### config.mk
export PLATFORM = sky130hd
export DESIGN_NAME = idw_top
export DESIGN_NICKNAME = d
export VERILOG_FILES = /design/src/rtl/idw_top.v
export VERILOG_INCLUDE_DIRS = /design/src /design/src/rtl
export SDC_FILE = /design/constraint.sdc
export NUM_CORES = 1
export LEC_CHECK = 0
export ABC_AREA = 1
export BUFFER_PORTS_ARGS = -buffer_cell sky130_fd_sc_hd__buf_2
export CORE_MARGIN = 2
export CORE_UTILIZATION = 31
export DETAILED_ROUTE_END_ITERATION = 8
export SKIP_CTS_REPAIR_TIMING = 1
export SYNTH_ARGS = -nofsm -noshare
export SYNTH_HDL_FRONTEND = slang
export SYNTH_SLANG_ARGS = --single-unit
### constraint.sdc
create_clock -name clk -period 2.22 [get_ports clk]
set_input_delay 0.222 -clock clk [delete_from_list [all_inputs] [get_ports clk]]
set_output_delay 0.222 -clock clk [all_outputs]
set_load 0.05 [all_outputs]
### src/rtl/idw_regs.vh
`ifndef IDW_REGS_VH
`define IDW_REGS_VH
// ==========================================================
// Register indices (byte address = index * 4)
`define IDW_IX_FEATURE 6'h01
`define IDW_IX_SECCNT 6'h02
`define IDW_IX_SECNUM 6'h03
`define IDW_IX_CYLLO 6'h04
`define IDW_IX_CYLHI 6'h05
`define IDW_IX_DRVHD 6'h06
`define IDW_IX_CMD 6'h07
`define IDW_IX_DMACTL 6'h08
`define IDW_IX_W88 6'h09
`define IDW_IX_ERASE 6'h0a
`define IDW_IX_APM 6'h0b
`define IDW_IX_SECUR 6'h0c
`define IDW_IX_PWRREQ 6'h0d
`define IDW_IX_KEYMGT 6'h0e
`define IDW_IX_ADVIDE 6'h0f
`define IDW_IX_ADVPC 6'h10
`define IDW_IX_PSTATE 6'h11
// ==========================================================
// Command opcodes
`define IDW_OP_IDLE_A 8'h97
`define IDW_OP_IDLE_B 8'he3
`define IDW_OP_UNLOCK 8'hf2
`define IDW_OP_ERASE 8'hf4
// ==========================================================
// Field positions and limits
`define IDW_SEC_EXPIRE 4
`define IDW_SEC_FAIL 16
`define IDW_SEC_WMASK 16'h012f
`define IDW_PWR_WMASK 16'hbfff
`define IDW_UDMA_MAX 3'h5
`define IDW_MW_MAX 3'h4
`define IDW_KIND_UDMA 2'h1
`define IDW_KIND_MW 2'h2
`define IDW_SEC_TRIES 3'h5
// ==========================================================
// Reset values
`define IDW_RST_DMACTL 10'h000
`define IDW_RST_APM 8'h00
`define IDW_RST_PWRREQ 16'h0000
// ==========================================================
// Timing: idle timer unit in ms, clock in kHz
`define IDW_UNIT_MS 5
`define IDW_CLK_KHZ 40000
// Product of the two above, sized to the 18-bit tick counter
`define IDW_UNIT_CYC 18'd200000
`endif

### src/rtl/idw_top.v
// Behaviour
// - At most one DMA mode reported selected
// - Ultra and multiword selection mutually exclusive
// - Word 88 bits 12-8 flag selected UDMA
// - UDMA support bits are cumulative
// - Erase time byte: 0, 1-254 doubled, 255
// - Enhanced erase time uses same encoding
// - APM level held in low byte
// - Security bit 8 reports level
// - Expired count sets bit 4, aborts unlock and erase commands
// - Security bits 5,3,2,1,0 report state
// - Power word bit15 valid, bit14 zero
// - Bits 13/12 lack or disable level-1
// - Low twelve bits give max current
// - Key word bit 0, rest reserved
// - Max PIO field 2-0, 3-7 reserved
// - Max multiword field 5-3
// - Selected PIO field 8-6
// - Selected multiword field 11-9, 15-12 zero
// - I/O cycle field 2-0, 4-7 reserved
// - Memory cycle field 5-3, 15-6 zero
// - Idle: busy, idle mode, clear, interrupt
// - Nonzero count enables 5 ms power-down
//
// Decided for this implementation: the APB register port.
`include "idw_regs.vh"

module idw_top #(
  parameter [17:0] UNIT_CYC = `IDW_UNIT_CYC
) (
  // Clock and reset
  input wire clk,
  input wire rst_b,
  // APB slave
  input wire psel,
  input wire penable,
  input wire pwrite,
  input wire [7:0] paddr,
  input wire [31:0] pwdata,
  output reg [31:0] prdata,
  output reg pready,
  output reg pslverr,
  // Device state
  output reg busy_status_flag,
  output reg intrq,
  output reg idle_mode,
  output reg power_down
);

  // ==========================================================
  // Bus decode
  localparam ST_READY = 2'h0;
  localparam ST_EXEC = 2'h1;
  localparam ST_DONE = 2'h2;

  // Word index from the byte address; low bits must be zero
  // Anything outside the mapped range answers with an error
  // Decode uses the held address, valid through the access phase
  // Completion strobes fire only on the ready cycle
  wire [5:0] idx = paddr[7:2];
  wire acc = psel & penable;
  wire hit = (paddr[1:0] == 2'h0) && (idx >= `IDW_IX_FEATURE) &&
             (idx <= `IDW_IX_PSTATE);
  wire wr_go = acc & pready & pwrite & hit;
  wire rd_go = acc & pready & ~pwrite & hit;
  // Task file is locked while busy, as a host would see it
  wire tf_wr = wr_go & ~busy_status_flag;
  wire cmd_wr = tf_wr & (idx == `IDW_IX_CMD);
  wire [7:0] op = pwdata[7:0];

  // ==========================================================
  // Storage
  // Task file bytes are plain storage; only the count is used here
  // Configuration words stand in for the card's firmware settings
  // Everything clears on a power-on or hard reset
  reg [7:0] feature_param; // Task file bytes
  reg [7:0] sector_count_param;
  reg [7:0] sector_number_param;
  reg [7:0] cylinder_low_param;
  reg [7:0] cylinder_high_param;
  reg [7:0] drive_head_select;
  reg [9:0] dma_ctl; // [2:0] udma support, [6:4] mode, [9:8] kind
  reg [15:0] erase_time; // Normal low, enhanced high
  reg [7:0] apm_level;
  reg [15:0] security;
  reg [2:0] sec_tries; // Failed unlock attempts
  reg [15:0] power_req;
  reg media_content_protection;
  reg [11:0] adv_ide;
  reg [5:0] adv_pc;
  reg [1:0] state;
  reg err_flag; // Last command aborted
  reg abort_pend;
  reg apd_en;
  reg [7:0] apd_units; // Timeout in 5 ms units
  reg [7:0] units_left;
  reg [17:0] tick;
  reg [31:0] next_rdata;

  // ==========================================================
  // Derived identify words
  // Support is kept as a count, selection as kind plus mode
  // A count cannot describe a gap, so support stays cumulative
  // A single mode code cannot name two modes at once
  // Reserved bits of every word are tied to zero
  wire [2:0] usup = dma_ctl[2:0];
  wire [2:0] smode = dma_ctl[6:4];
  wire [1:0] skind = dma_ctl[9:8];
  wire [4:0] usup_bits;
  wire [4:0] usel_bits;
  genvar gi;
  generate
    for (gi = 0; gi < 5; gi = gi + 1) begin : g_udma
      // Support below a supported mode is implied
      assign usup_bits[gi] = (usup > gi);
      // One-hot from one code, so never two at once
      assign usel_bits[gi] = (skind == `IDW_KIND_UDMA) && (smode == gi);
    end
  endgenerate
  // Selected flags high, support flags low, reserved gaps zero
  wire [15:0] word88 = {3'h0, usel_bits, 3'h0, usup_bits};
  // Expire is forced into the reported word once the count runs out
  wire [15:0] sec_word = security | (16'h1 << `IDW_SEC_EXPIRE);
  wire expired = security[`IDW_SEC_EXPIRE];

  // Selection write accepted only if the mode exists
  // Support count above the top mode is clamped, not refused
  // Ultra selection must lie inside the supported range
  // With no kind chosen the mode code has to be zero
  wire [2:0] wsup = (pwdata[2:0] > `IDW_UDMA_MAX) ? `IDW_UDMA_MAX : pwdata[2:0];
  wire [2:0] wmode = pwdata[6:4];
  wire [1:0] wkind = pwdata[9:8];
  wire sel_ok = (wkind == `IDW_KIND_UDMA) ? (wmode < wsup) :
                (wkind == `IDW_KIND_MW) ? (wmode <= `IDW_MW_MAX) :
                (wmode == 3'h0);

  // ==========================================================
  // Read mux
  always @* begin
    // Default zero covers the unused upper bits of every word
    // Mux follows the address only; the answer stage latches it
    // Cost: one wide mux, but the read word is a clean register
    // Unmapped indices fall to the state word, then masked to zero
    next_rdata = 32'h0;
    if (idx == `IDW_IX_FEATURE) begin
      next_rdata[7:0] = feature_param;
    end else if (idx == `IDW_IX_SECCNT) begin
      next_rdata[7:0] = sector_count_param;
    end else if (idx == `IDW_IX_SECNUM) begin
      next_rdata[7:0] = sector_number_param;
    end else if (idx == `IDW_IX_CYLLO) begin
      next_rdata[7:0] = cylinder_low_param;
    end else if (idx == `IDW_IX_CYLHI) begin
      next_rdata[7:0] = cylinder_high_param;
    end else if (idx == `IDW_IX_DRVHD) begin
      next_rdata[7:0] = drive_head_select;
    end else if (idx == `IDW_IX_CMD) begin
      // Command slot reads back status: busy, ready, error
      next_rdata[7:0] = {busy_status_flag, ~busy_status_flag, 5'h0, err_flag};
    end else if (idx == `IDW_IX_DMACTL) begin
      next_rdata[9:0] = dma_ctl;
    end else if (idx == `IDW_IX_W88) begin
      next_rdata[15:0] = word88;
    end else if (idx == `IDW_IX_ERASE) begin
      next_rdata[15:0] = erase_time;
    end else if (idx == `IDW_IX_APM) begin
      next_rdata[7:0] = apm_level;
    end else if (idx == `IDW_IX_SECUR) begin
      next_rdata[15:0] = expired ? sec_word : security;
    end else if (idx == `IDW_IX_PWRREQ) begin
      next_rdata[15:0] = power_req;
    end else if (idx == `IDW_IX_KEYMGT) begin
      next_rdata[0] = media_content_protection;
    end else if (idx == `IDW_IX_ADVIDE) begin
      next_rdata[11:0] = adv_ide;
    end else if (idx == `IDW_IX_ADVPC) begin
      next_rdata[5:0] = adv_pc;
    end else begin
      next_rdata[7:0] = {sec_tries, expired, apd_en, power_down, idle_mode,
                         busy_status_flag};
    end
  end

  // ==========================================================
  // APB answer: one wait state, then ready for one cycle
  always @(posedge clk or negedge rst_b) begin
    if (!rst_b) begin
      pready <= 1'b0;
      prdata <= 32'h0;
      pslverr <= 1'b0;
    end else begin
      // First access edge raises ready, the next drops it again
      // A fixed wait state keeps read data a registered output
      // Error and data are judged on the same edge as ready
      // A back-to-back setup restarts the pattern cleanly
      pready <= acc & ~pready;
      pslverr <= acc & ~pready & ~hit;
      if (acc & ~pready) begin
        prdata <= hit ? next_rdata : 32'h0;
      end
    end
  end

  // ==========================================================
  // Task file and identify configuration writes
  always @(posedge clk or negedge rst_b) begin
    if (!rst_b) begin
      feature_param <= 8'h00;
      sector_count_param <= 8'h00;
      sector_number_param <= 8'h00;
      cylinder_low_param <= 8'h00;
      cylinder_high_param <= 8'h00;
      drive_head_select <= 8'h00;
      dma_ctl <= `IDW_RST_DMACTL;
      erase_time <= 16'h0000;
      apm_level <= `IDW_RST_APM;
      power_req <= `IDW_RST_PWRREQ;
      media_content_protection <= 1'b0;
      adv_ide <= 12'h000;
      adv_pc <= 6'h00;
    end else if (tf_wr) begin
      // Writes land on the ready edge only, never twice per transfer
      // Read-only words simply have no branch here
      // Busy blocks every write, as the host would see it
      if (idx == `IDW_IX_FEATURE) begin
        feature_param <= pwdata[7:0];
      end else if (idx == `IDW_IX_SECCNT) begin
        sector_count_param <= pwdata[7:0];
      end else if (idx == `IDW_IX_SECNUM) begin
        sector_number_param <= pwdata[7:0];
      end else if (idx == `IDW_IX_CYLLO) begin
        cylinder_low_param <= pwdata[7:0];
      end else if (idx == `IDW_IX_CYLHI) begin
        cylinder_high_param <= pwdata[7:0];
      end else if (idx == `IDW_IX_DRVHD) begin
        drive_head_select <= pwdata[7:0];
      end else if (idx == `IDW_IX_DMACTL) begin
        // Whole word or nothing: a bad pair could flag an unsupported mode
        if (sel_ok) begin
          dma_ctl <= {wkind, 1'b0, wmode, 1'b0, wsup};
        end
      end else if (idx == `IDW_IX_ERASE) begin
        erase_time <= pwdata[15:0];
      end else if (idx == `IDW_IX_APM) begin
        apm_level <= pwdata[7:0];
      end else if (idx == `IDW_IX_PWRREQ) begin
        power_req <= pwdata[15:0] & `IDW_PWR_WMASK;
      end else if (idx == `IDW_IX_KEYMGT) begin
        media_content_protection <= pwdata[0];
      end else if (idx == `IDW_IX_ADVIDE) begin
        // Reserved codes 3-7 leave a field unchanged
        if (pwdata[2:0] <= 3'h2) adv_ide[2:0] <= pwdata[2:0];
        if (pwdata[5:3] <= 3'h2) adv_ide[5:3] <= pwdata[5:3];
        if (pwdata[8:6] <= 3'h2) adv_ide[8:6] <= pwdata[8:6];
        if (pwdata[11:9] <= 3'h2) adv_ide[11:9] <= pwdata[11:9];
      end else if (idx == `IDW_IX_ADVPC) begin
        if (pwdata[2:0] <= 3'h3) adv_pc[2:0] <= pwdata[2:0];
        if (pwdata[5:3] <= 3'h3) adv_pc[5:3] <= pwdata[5:3];
      end
    end
  end

  // ==========================================================
  // Security status and attempt counter
  // Expire is sticky; only a reset of the card clears it
  always @(posedge clk or negedge rst_b) begin
    if (!rst_b) begin
      security <= 16'h0000;
      sec_tries <= 3'h0;
    end else begin
      if (tf_wr && idx == `IDW_IX_SECUR) begin
        security <= (pwdata[15:0] & `IDW_SEC_WMASK) |
                    (security & ~`IDW_SEC_WMASK);
        if (pwdata[`IDW_SEC_FAIL] && sec_tries != `IDW_SEC_TRIES) begin
          sec_tries <= sec_tries + 3'h1;
        end
      end
      // Placed after the write so expiry wins over a same-cycle write
      // The count saturates, so expiry cannot be counted past
      // Only the asynchronous reset path ever clears this bit
      // Host writes never reach the expire bit through the mask
      if (sec_tries == `IDW_SEC_TRIES) begin
        security[`IDW_SEC_EXPIRE] <= 1'b1;
      end
    end
  end

  // ==========================================================
  // Command sequencer: busy, execute, complete with interrupt
  always @(posedge clk or negedge rst_b) begin
    if (!rst_b) begin
      state <= ST_READY;
      busy_status_flag <= 1'b0;
      intrq <= 1'b0;
      err_flag <= 1'b0;
      abort_pend <= 1'b0;
      idle_mode <= 1'b0;
      apd_en <= 1'b0;
      apd_units <= 8'h00;
    end else begin
      // Three steps: take, execute, complete
      // Unknown opcodes are not executed but still wake the card
      // Aborts reuse the same path so the host sees one protocol
      // Busy always covers exactly the execute and done cycles
      case (state)
        ST_READY: begin
          if (cmd_wr && (op == `IDW_OP_IDLE_A || op == `IDW_OP_IDLE_B)) begin
            busy_status_flag <= 1'b1;
            abort_pend <= 1'b0;
            state <= ST_EXEC;
          end else if (cmd_wr && expired &&
                       (op == `IDW_OP_UNLOCK || op == `IDW_OP_ERASE)) begin
            busy_status_flag <= 1'b1;
            abort_pend <= 1'b1;
            state <= ST_EXEC;
          end
        end
        ST_EXEC: begin
          // Count is read here, after the host has written it
          // An abort leaves idle mode and the timer setup untouched
          // Error bit reports the outcome of this command only
          if (!abort_pend) begin
            idle_mode <= 1'b1;
            apd_en <= (sector_count_param != 8'h00);
            apd_units <= sector_count_param;
          end
          err_flag <= abort_pend;
          state <= ST_DONE;
        end
        ST_DONE: begin
          busy_status_flag <= 1'b0;
          state <= ST_READY;
        end
        default: begin
          state <= ST_READY;
        end
      endcase
      // Completion raise beats a status read in the same cycle
      if (state == ST_DONE) begin
        intrq <= 1'b1;
      end else if (rd_go && idx == `IDW_IX_CMD) begin
        intrq <= 1'b0;
      end
    end
  end

  // ==========================================================
  // Automatic power-down timer
  // Long unit count kept as a parameter so benches can shrink it
  always @(posedge clk or negedge rst_b) begin
    if (!rst_b) begin
      tick <= 18'h0;
      units_left <= 8'h00;
      power_down <= 1'b0;
    end else if (cmd_wr || state == ST_EXEC) begin
      // Any command wakes the card and restarts the wait
      tick <= 18'h0;
      units_left <= (state == ST_EXEC && !abort_pend) ?
                    sector_count_param : apd_units;
      power_down <= 1'b0;
    end else if (apd_en && !power_down && !busy_status_flag) begin
      // Tick counts one unit, units count down the host's setting
      // Holding still while busy keeps the wait from the completion
      // Stopped once powered down, so no wrap or repeated expiry
      // A zero count never gets here, as the enable is then off
      if (tick == UNIT_CYC - 18'h1) begin
        tick <= 18'h0;
        if (units_left <= 8'h01) begin
          power_down <= 1'b1;
        end else begin
          units_left <= units_left - 8'h01;
        end
      end else begin
        tick <= tick + 18'h1;
      end
    end
  end

endmodule // idw_top

==> results of run 1 <==
-- logic make-up after synthesis --
family / Yosys count / share of synthesized area
other cells: 1 / 0.000390
mux: 23 / 0.0246
buf+inv: 230 / 0.0996
compound gates: 235 / 0.138
fa+ha+maj: 7 / 0.00911
xor+xnor: 11 / 0.0100
flops: 185 / 0.482
simple gates: 534 / 0.237
-- critical path: stages (launching register included) --
cell,delay [ps]
dfrtp_1,390
inv_1,100
ha_1,200
nor2_1,50
nor4_1,310
buf_4,180
nor2_1,30
nand3b_1,120
nand2_1,90
inv_1,190
nand2_1,80
o311ai_0,100
-- state kept, by name, summed over array words and instances, names as in the netlist, 12 cells and up --
signal and flops:
adv_ide 12, prdata 16, power_req 15, erase_time 16, tick 18
-- per-stage QoR --
| step | hold slack, ps | instances | setup slack [ps] | cell area (um^2) |
|---|---|---|---|---|
| after floorplan | -73.6 | 1241 | 175 | 9670 |
| final | 7.64 | 1740 | 242 | 11300 |
| after global routing | 8.66 | 1740 | 12.2 | 11300 |
| after detailed placement | 248 | 1706 | 37.4 | 10700 |
| after CTS | -230 | 1738 | 207 | 11300 |
| after global placement | 247 | 1706 | 62.3 | 10700 |
-- cells in the mapped netlist, drive strengths merged --
| library cell | instances | share of area |
|---|---|---|
| a22oi | 1 | 0.0013 |
| conb | 1 | 0.00039 |
| a22o | 1 | 0.00091 |
| a31oi | 4 | 0.0042 |
| o41ai | 4 | 0.0036 |
| nor4 | 9 | 0.0059 |
| nand2 | 337 | 0.13 |
| o221ai | 1 | 0.00091 |
| a211oi | 4 | 0.0031 |
| o311ai | 7 | 0.0064 |
| mux2i | 18 | 0.019 |
| o22ai | 10 | 0.0065 |
| nand3 | 31 | 0.017 |
| clkinv | 3 | 0.0012 |
| nor2 | 110 | 0.051 |
| xor2 | 4 | 0.0036 |
| or2 | 4 | 0.0026 |
| o211ai | 8 | 0.0062 |
| nor3 | 26 | 0.015 |
| xnor2 | 7 | 0.0064 |
| inv | 179 | 0.070 |
| o2111ai | 1 | 0.00091 |
| clkbuf | 19 | 0.0074 |
| and3 | 2 | 0.0013 |
| a21oi | 80 | 0.042 |
| mux2 | 5 | 0.0059 |
| a221oi | 2 | 0.0018 |
| nand3b | 2 | 0.0016 |
| dfrtp | 185 | 0.48 |
| o21ai | 107 | 0.056 |
| nand4 | 13 | 0.0085 |
| a21o | 1 | 0.00078 |
| o2111a | 1 | 0.0012 |
| o21a | 1 | 0.00078 |
| ha | 7 | 0.0091 |
| buf | 29 | 0.021 |
| o31ai | 2 | 0.0016 |
-- worst paths after layout --
kind | start | end | slack [ps] | depth (start not counted)
hold / removal | pwdata[12] | erase_time[12]$_DFFE_PN0P_ | 8 | 3
setup / recovery | units_left[0]$_DFFE_PN0P_ | units_left[3]$_DFFE_PN0P_ | 240 | 11
max in group asynchronous | rst_b | power_req[5]$_DFFE_PN0P_ | 1190 | 3
setup reg to reg | units_left[0]$_DFFE_PN0P_ | units_left[3]$_DFFE_PN0P_ | 240 | 11
min in group asynchronous | rst_b | prdata[8]$_DFFE_PN0P_ | 310 | 2
hold reg to reg | feature_param[1]$_DFFE_PN0P_ | feature_param[1]$_DFFE_PN0P_ | 480 | 2
-- layout make-up --
| cell class | instances | area, um^2 |
|---|---|---|
| clock inverter | 14 | 205 |
| inverter | 182 | 683 |
| tap | 396 | 495 |
| clock buffer | 18 | 439 |
| fill | 3214 | 19300 |
| antenna | 1 | 2.50 |
| sequential | 185 | 4630 |
| timing repair buffer | 118 | 795 |
| multi-input combinational | 826 | 4080 |
-- power by group through the flow --
stage | Combinational [mW] | Sequential [mW] | Clock, mW
floorplan | 0.209 | 3.46 | 0
finish | 0.455 | 3.38 | 3.34
global placement | 0.455 | 3.44 | 0
detailed placement | 0.456 | 3.44 | 0
CTS | 0.458 | 3.38 | 3.40
global route | 0.500 | 3.38 | 3.54
-- routing by layer --
metal,vias to the layer above,share of wire,track usage
li1,4124,-,-
met1,3940,0.47,0.239
met2,201,0.46,0.274
met3,35,0.046,0.0261
met4,0,0.024,0.0665
met5,-,0,0
==> metrics, run 1 <==
status finished, final reports clean; CTS tree done; DRT Wirelength 27.3 mm; Synth Warn # 0; Worst Setup Start Kind flop; Post-Synthesis Cells 1226; Max Cap Viol 0; Residual DRC 0; Final Slew Violations 0; CTS max path bufs 2; Int Pwr 5.34 mW; Fmax 0.506 GHz; Initial Util 0.314; min cycle time layout 1980 ps; Die X 180 um; RD Place Congestion 0.906; initial antenna violation count 1; Final nets 1382; final setup TNS 0 ps; leakage 6.10 nW; switching fraction of total power 0.256; Final HPWL DP 20.2 mm; num ports 83; Clk pin slew, worst setup/hold paths 70 ps; Syn Area/Cell 7.84 um^2; Unique masters post-synth 50; commonest non-fill, non-tap cell in the layout nand2_1; final core utilization 0.370; pwr dens 633 nW/um^2; Clock Sinks 185; Max VDD drop 0.440 mV; endpoints failing hold 0; worst-margin pin slew 550 ps; Core ar. 30600 um^2; via count 8300; FF+latch count, synth 185; clock share of power 0.466; first-pass GRT wire length 44.1 mm; clock skew 15.4 ps; # H-tree levels 4; 1st-iter DRT viols 643; RSZ-0062 raised after global routing no; critical path data required time 2550 ps; Critical Path Sink Type flop; CP Data Arrival Time 2300 ps; Slew headroom 0.633; row count 64; Synth Cell Area 9610 um^2; Flop pwr share 0.471; Worst Hold Class in2reg; Die Ht 180 um; Overall Power 7.17 mW; Total GRT Usage 0.173; Gate power share 0.063; critical path class reg2reg; die area 32400 um^2; largest net degree at the start of global routing 59; Clock Latency Late Sink 450 ps; vias per cell 4.77; Final ANT Viol Nets 0; period utilization 0.891; endpoints failing setup 0; Seq/Total Area, Yosys 0.482; PortBufs 51; cts bufs inserted 17; Layout Area Growth over Synthesis 17.9%; vias in the first global route 8045; WL/cell 15.7 um; root buffer selected by CTS clkbuf_16; aggregate global routing overflow 0; Psw 1.83 mW; DRT Pass-1 Iters 5; share of layout cells above drive strength 1 0.143; commonest non-fill, non-tap cells in the layout nand2_1 (330), dfrtp_1 (185), inv_1 (170); crit path max fanout 7
No activity file was read; power rests on OpenSTA's default activity.
==> run 2, diff against run 1 <==
CORE_ASPECT_RATIO = 0.9   (was default)
CTS_CLUSTER_DIAMETER = 100   (was default)
==> metrics, run 2 (synthesis results as in run 1) <==
Most flops, register tick; status finished with violations; critical path class reg2reg; CTS max path bufs 2; num ports 83; met2 usage 0.284; vias in the first global route 8052; Final HPWL DP 19.9 mm; min-delay src pwdata[14]; Final nets 1381; RD Place Congestion 0.883; root buffer selected by CTS clkbuf_16; 1st-iter DRT viols 647; first-pass GRT wire length 43.3 mm; vias per cell 4.73; period utilization 0.877; Worst Hold Class in2reg; endpoints failing setup 0; worst reg2reg endpoint units_left[1]$_DFFE_PN0P_; Die X 190 um; crit path max fanout 7; footprint of the multi-input gates 4090 um^2; hold depth 3; pwr dens 621 nW/um^2; r2r setup slk 270 ps; launch point of the worst path units_left[0]$_DFFE_PN0P_; FF/Latch Area 4630 um^2; CP Data Arrival Time 2280 ps; failing checks negative hold slack; WL/cell 15.3 um; Worst Setup Start Kind flop; Layout Area Growth over Synthesis 17.9%; Placed Area 10700 um^2; Final Slew Violations 0; leakage 6.08 nW; Slew headroom 0.664; PortBufs 51; min cycle time layout 1950 ps; cts bufs inserted 17; Largest regs tick x18, erase_time x16, prdata x16; via count 8283; FF-to-FF Start units_left[0]$_DFFE_PN0P_; largest net degree at the start of global routing 83; Clk pin slew, worst setup/hold paths 80 ps; met3 usage 0.0295; hold_ws -0.154 ps; commonest non-fill, non-tap cells in the layout nand2_1 (330), dfrtp_1 (185), inv_1 (170); row count 61; fillers 3188; Residual DRC 0; DP Cell Count 1718; Initial Util 0.313; Core ar. 30700 um^2; busiest grt layer met2; # H-tree levels 4; worst-margin pin slew 503 ps; critical path data required time 2550 ps; Total GRT Usage 0.172; DRT Wirelength 26.9 mm; Max Cap Viol 0; aggregate global routing overflow 0; Clock Sinks 185; die area 32400 um^2; commonest non-fill, non-tap cell in the layout nand2_1; Largest register FFs 18; post-route design area 11300 um^2; final std cells w/o fill 1752; final setup TNS 0 ps; Max VDD drop 0.518 mV; reg2reg path depth 10; share of layout cells above drive strength 1 0.143; crit path to units_left[1]$_DFFE_PN0P_; Critical Path Sink Type flop; endpoints failing hold 1; met1 usage 0.231; Fmax 0.513 GHz; Final ANT Viol Nets 0; Die Ht 171 um; clock skew 17.8 ps; Clock Latency Late Sink 460 ps; initial antenna violation count 1; CTS tree done; RSZ-0062 raised after global routing no; DRT Pass-1 Iters 6
[run 2: worst max-delay path, stage by stage (launching register included)]
cell and delay, ps:
dfrtp_1 420, inv_1 110, ha_1 220, nor2_1 80
nor4_2 290, nor2_1 80, nand3b_1 140, nand2_1 100
inv_1 210, nand2_1 80, o311ai_0 110
[run 2: routing by layer]
layer | vias to the layer above | share of wire
li1 | 4146 | -
met1 | 3896 | 0.47
met2 | 204 | 0.47
met3 | 37 | 0.041
met4 | 0 | 0.021
met5 | - | 0
[run 2: metrics by stage]
step,util,setup WS [ps],total power [mW]
CTS,0.369,191,7.12
finish,0.369,272,7.03
global placement,0.348,22.0,3.89
global route,0.369,92.7,7.27
detailed placement,0.348,-0.516,3.89
floorplan,-,175,3.67
[run 2: power breakdown]
part | total, mW | internal [mW] | switching [mW]
clock | 3.21 | 1.57 | 1.64
combinational | 0.449 | 0.103 | 0.346
sequential | 3.37 | 3.37 | 0.00279
total | 7.03 | 5.04 | 1.99
[run 2: worst min-delay path by stage]
stage / endpoint / slack (ps)
after detailed placement: prdata[8]$_DFFE_PN0P_ / 90
after floorplan: abort_pend$_DFFE_PN0P_ / -70
after CTS: dma_ctl[8]$_DFFE_PN0P_ / -390
after global placement: prdata[8]$_DFFE_PN0P_ / 90
after global routing: erase_time[12]$_DFFE_PN0P_ / 10
final: erase_time[14]$_DFFE_PN0P_ / -0.2
[run 2: cell type report]
class,instances,area share
inverter,182,0.0603
antenna,1,0.000221
tap,409,0.0452
clock inverter,15,0.0180
clock buffer,17,0.0375
multi-input combinational,826,0.361
timing repair buffer,117,0.0695
sequential,185,0.409
==> run 3, diff against run 2 <==
clock period = 2.4 ns   (was 2.22 ns; I/O delays follow)
==> metrics, run 3 (synthesis results as in run 1) <==
FF-to-FF Start tick[0]$_DFFE_PN0P_; fillers 3197; worst-margin pin slew 537 ps; WL/cell 15.6 um; min-delay src pwdata[12]; num ports 83; die area 32400 um^2; RSZ-0062 raised after global routing no; DRT Wirelength 27.1 mm; crit-path max cell delay 450 ps; endpoints failing hold 0; Final Slew Violations 0; status finished, final reports clean; crit path max fanout 5; Die X 190 um; DRT Pass-1 Iters 7; Buf/Inv on CP 0; row count 61; Clock Latency Late Sink 440 ps; period utilization 0.864; Clock Sinks 185; Layout Area Growth over Synthesis 16.6%; Slowest cell on crit path dfrtp_1; first-pass GRT wire length 43.5 mm; initial antenna violation count 2; launch point of the worst path tick[0]$_DFFE_PN0P_; Final HPWL DP 19.9 mm; Critical Path Sink Type flop; PortBufs 51; pwr dens 586 nW/um^2; # H-tree levels 4; final setup TNS 0 ps; endpoints failing setup 0; Crit path top cell by count nand2_1; 1st-iter DRT viols 641; CP top delay family simple AND/OR/NAND/NOR gates; Most flops, register tick; vias per cell 4.73; critical path class reg2reg; cts bufs inserted 17; Die Ht 171 um; CTS tree done; commonest non-fill, non-tap cells in the layout nand2_1 (330), dfrtp_1 (185), inv_1 (170); Final ANT Viol Nets 0; Core ar. 30700 um^2; Cell Chain, Critical Path ha_1 > nand3_1 > nor2_1 > nand2_1 > nor3_1 > nand2_1 > nor3_4 > nand3_1 > nand2_1 > nor2_1; clock skew 10.1 ps; Largest regs tick x18, erase_time x16, prdata x16; Worst Setup Start Kind flop; share of layout cells above drive strength 1 0.132; CP Data Arrival Time 2410 ps; Max VDD drop 0.545 mV; CTS max path bufs 2; Overall Power 6.57 mW; leakage 6.02 nW; Fmax 0.482 GHz; Max Cap Viol 0; via count 8215; root buffer selected by CTS clkbuf_16; critical path data required time 2730 ps; Final nets 1366; Slew headroom 0.641; aggregate global routing overflow 0; commonest non-fill, non-tap cell in the layout nand2_1; RD Place Congestion 0.872; Worst Hold Class in2reg; Residual DRC 0; vias in the first global route 7973; Largest register FFs 18; Clk pin slew, worst setup/hold paths 80 ps; Total GRT Usage 0.173; largest net degree at the start of global routing 55; Initial Util 0.313; min cycle time layout 2070 ps
run 3: cell type report:
cell class	instances	area, um^2	share of cell area
Clock inverter	13	181	0.0162
Antenna cell	1	2.50	0.000223
Clock buffer	19	443	0.0395
Timing Repair Buffer	102	674	0.0602
Inverter	182	683	0.0610
Tap cell	409	512	0.0457
Sequential cell	185	4630	0.413
Multi-Input combinational cell	826	4080	0.364
run 3: stage by stage:
stage                     utilization  cells  setup slack (ps)  hold WS (ps)  cell area [um^2]
after floorplan                     -   1241               355         -55.6              9670
after global placement          0.344   1703               129           241             10600
after detailed placement        0.344   1703               110           243             10600
after CTS                       0.365   1735               346          -220             11200
final                           0.365   1737               325          31.0             11200
after global routing            0.365   1737               132          37.1             11200
run 3: tightest hold or removal path, stage by stage:
cell     delay [ps]
buf_2            90
mux2i_1          60
inv_1            40
run 3: power breakdown:
| part | total (mW) | leakage (nW) | switching, mW | internal, mW |
|---|---|---|---|---|
| clock network | 3.03 | 0.309 | 1.33 | 1.71 |
| registers | 3.12 | 2.35 | 0.00256 | 3.12 |
| logic | 0.417 | 3.36 | 0.326 | 0.0913 |
run 3: routing by layer:
metal  vias to the layer above  GRT usage  wire, um
met2                       197      0.275     12400
met4                         0     0.0745       849
met3                        43     0.0267      1160
met5                         -          0         0
li1                       4102          -         -
met1                      3873      0.236     12700
run 3: path summary, 6_finish.rpt:
path / cells after the start / to / slack, ps
min in group asynchronous: 2 / prdata[8]$_DFFE_PN0P_ / 320
hold / removal: 3 / erase_time[12]$_DFFE_PN0P_ / 30
setup / recovery: 10 / tick[16]$_DFFE_PN0P_ / 330
max in group asynchronous: 3 / apd_units[7]$_DFFE_PN0P_ / 1280
setup reg to reg: 10 / tick[16]$_DFFE_PN0P_ / 330
hold reg to reg: 2 / prdata[6]$_DFFE_PN0P_ / 470
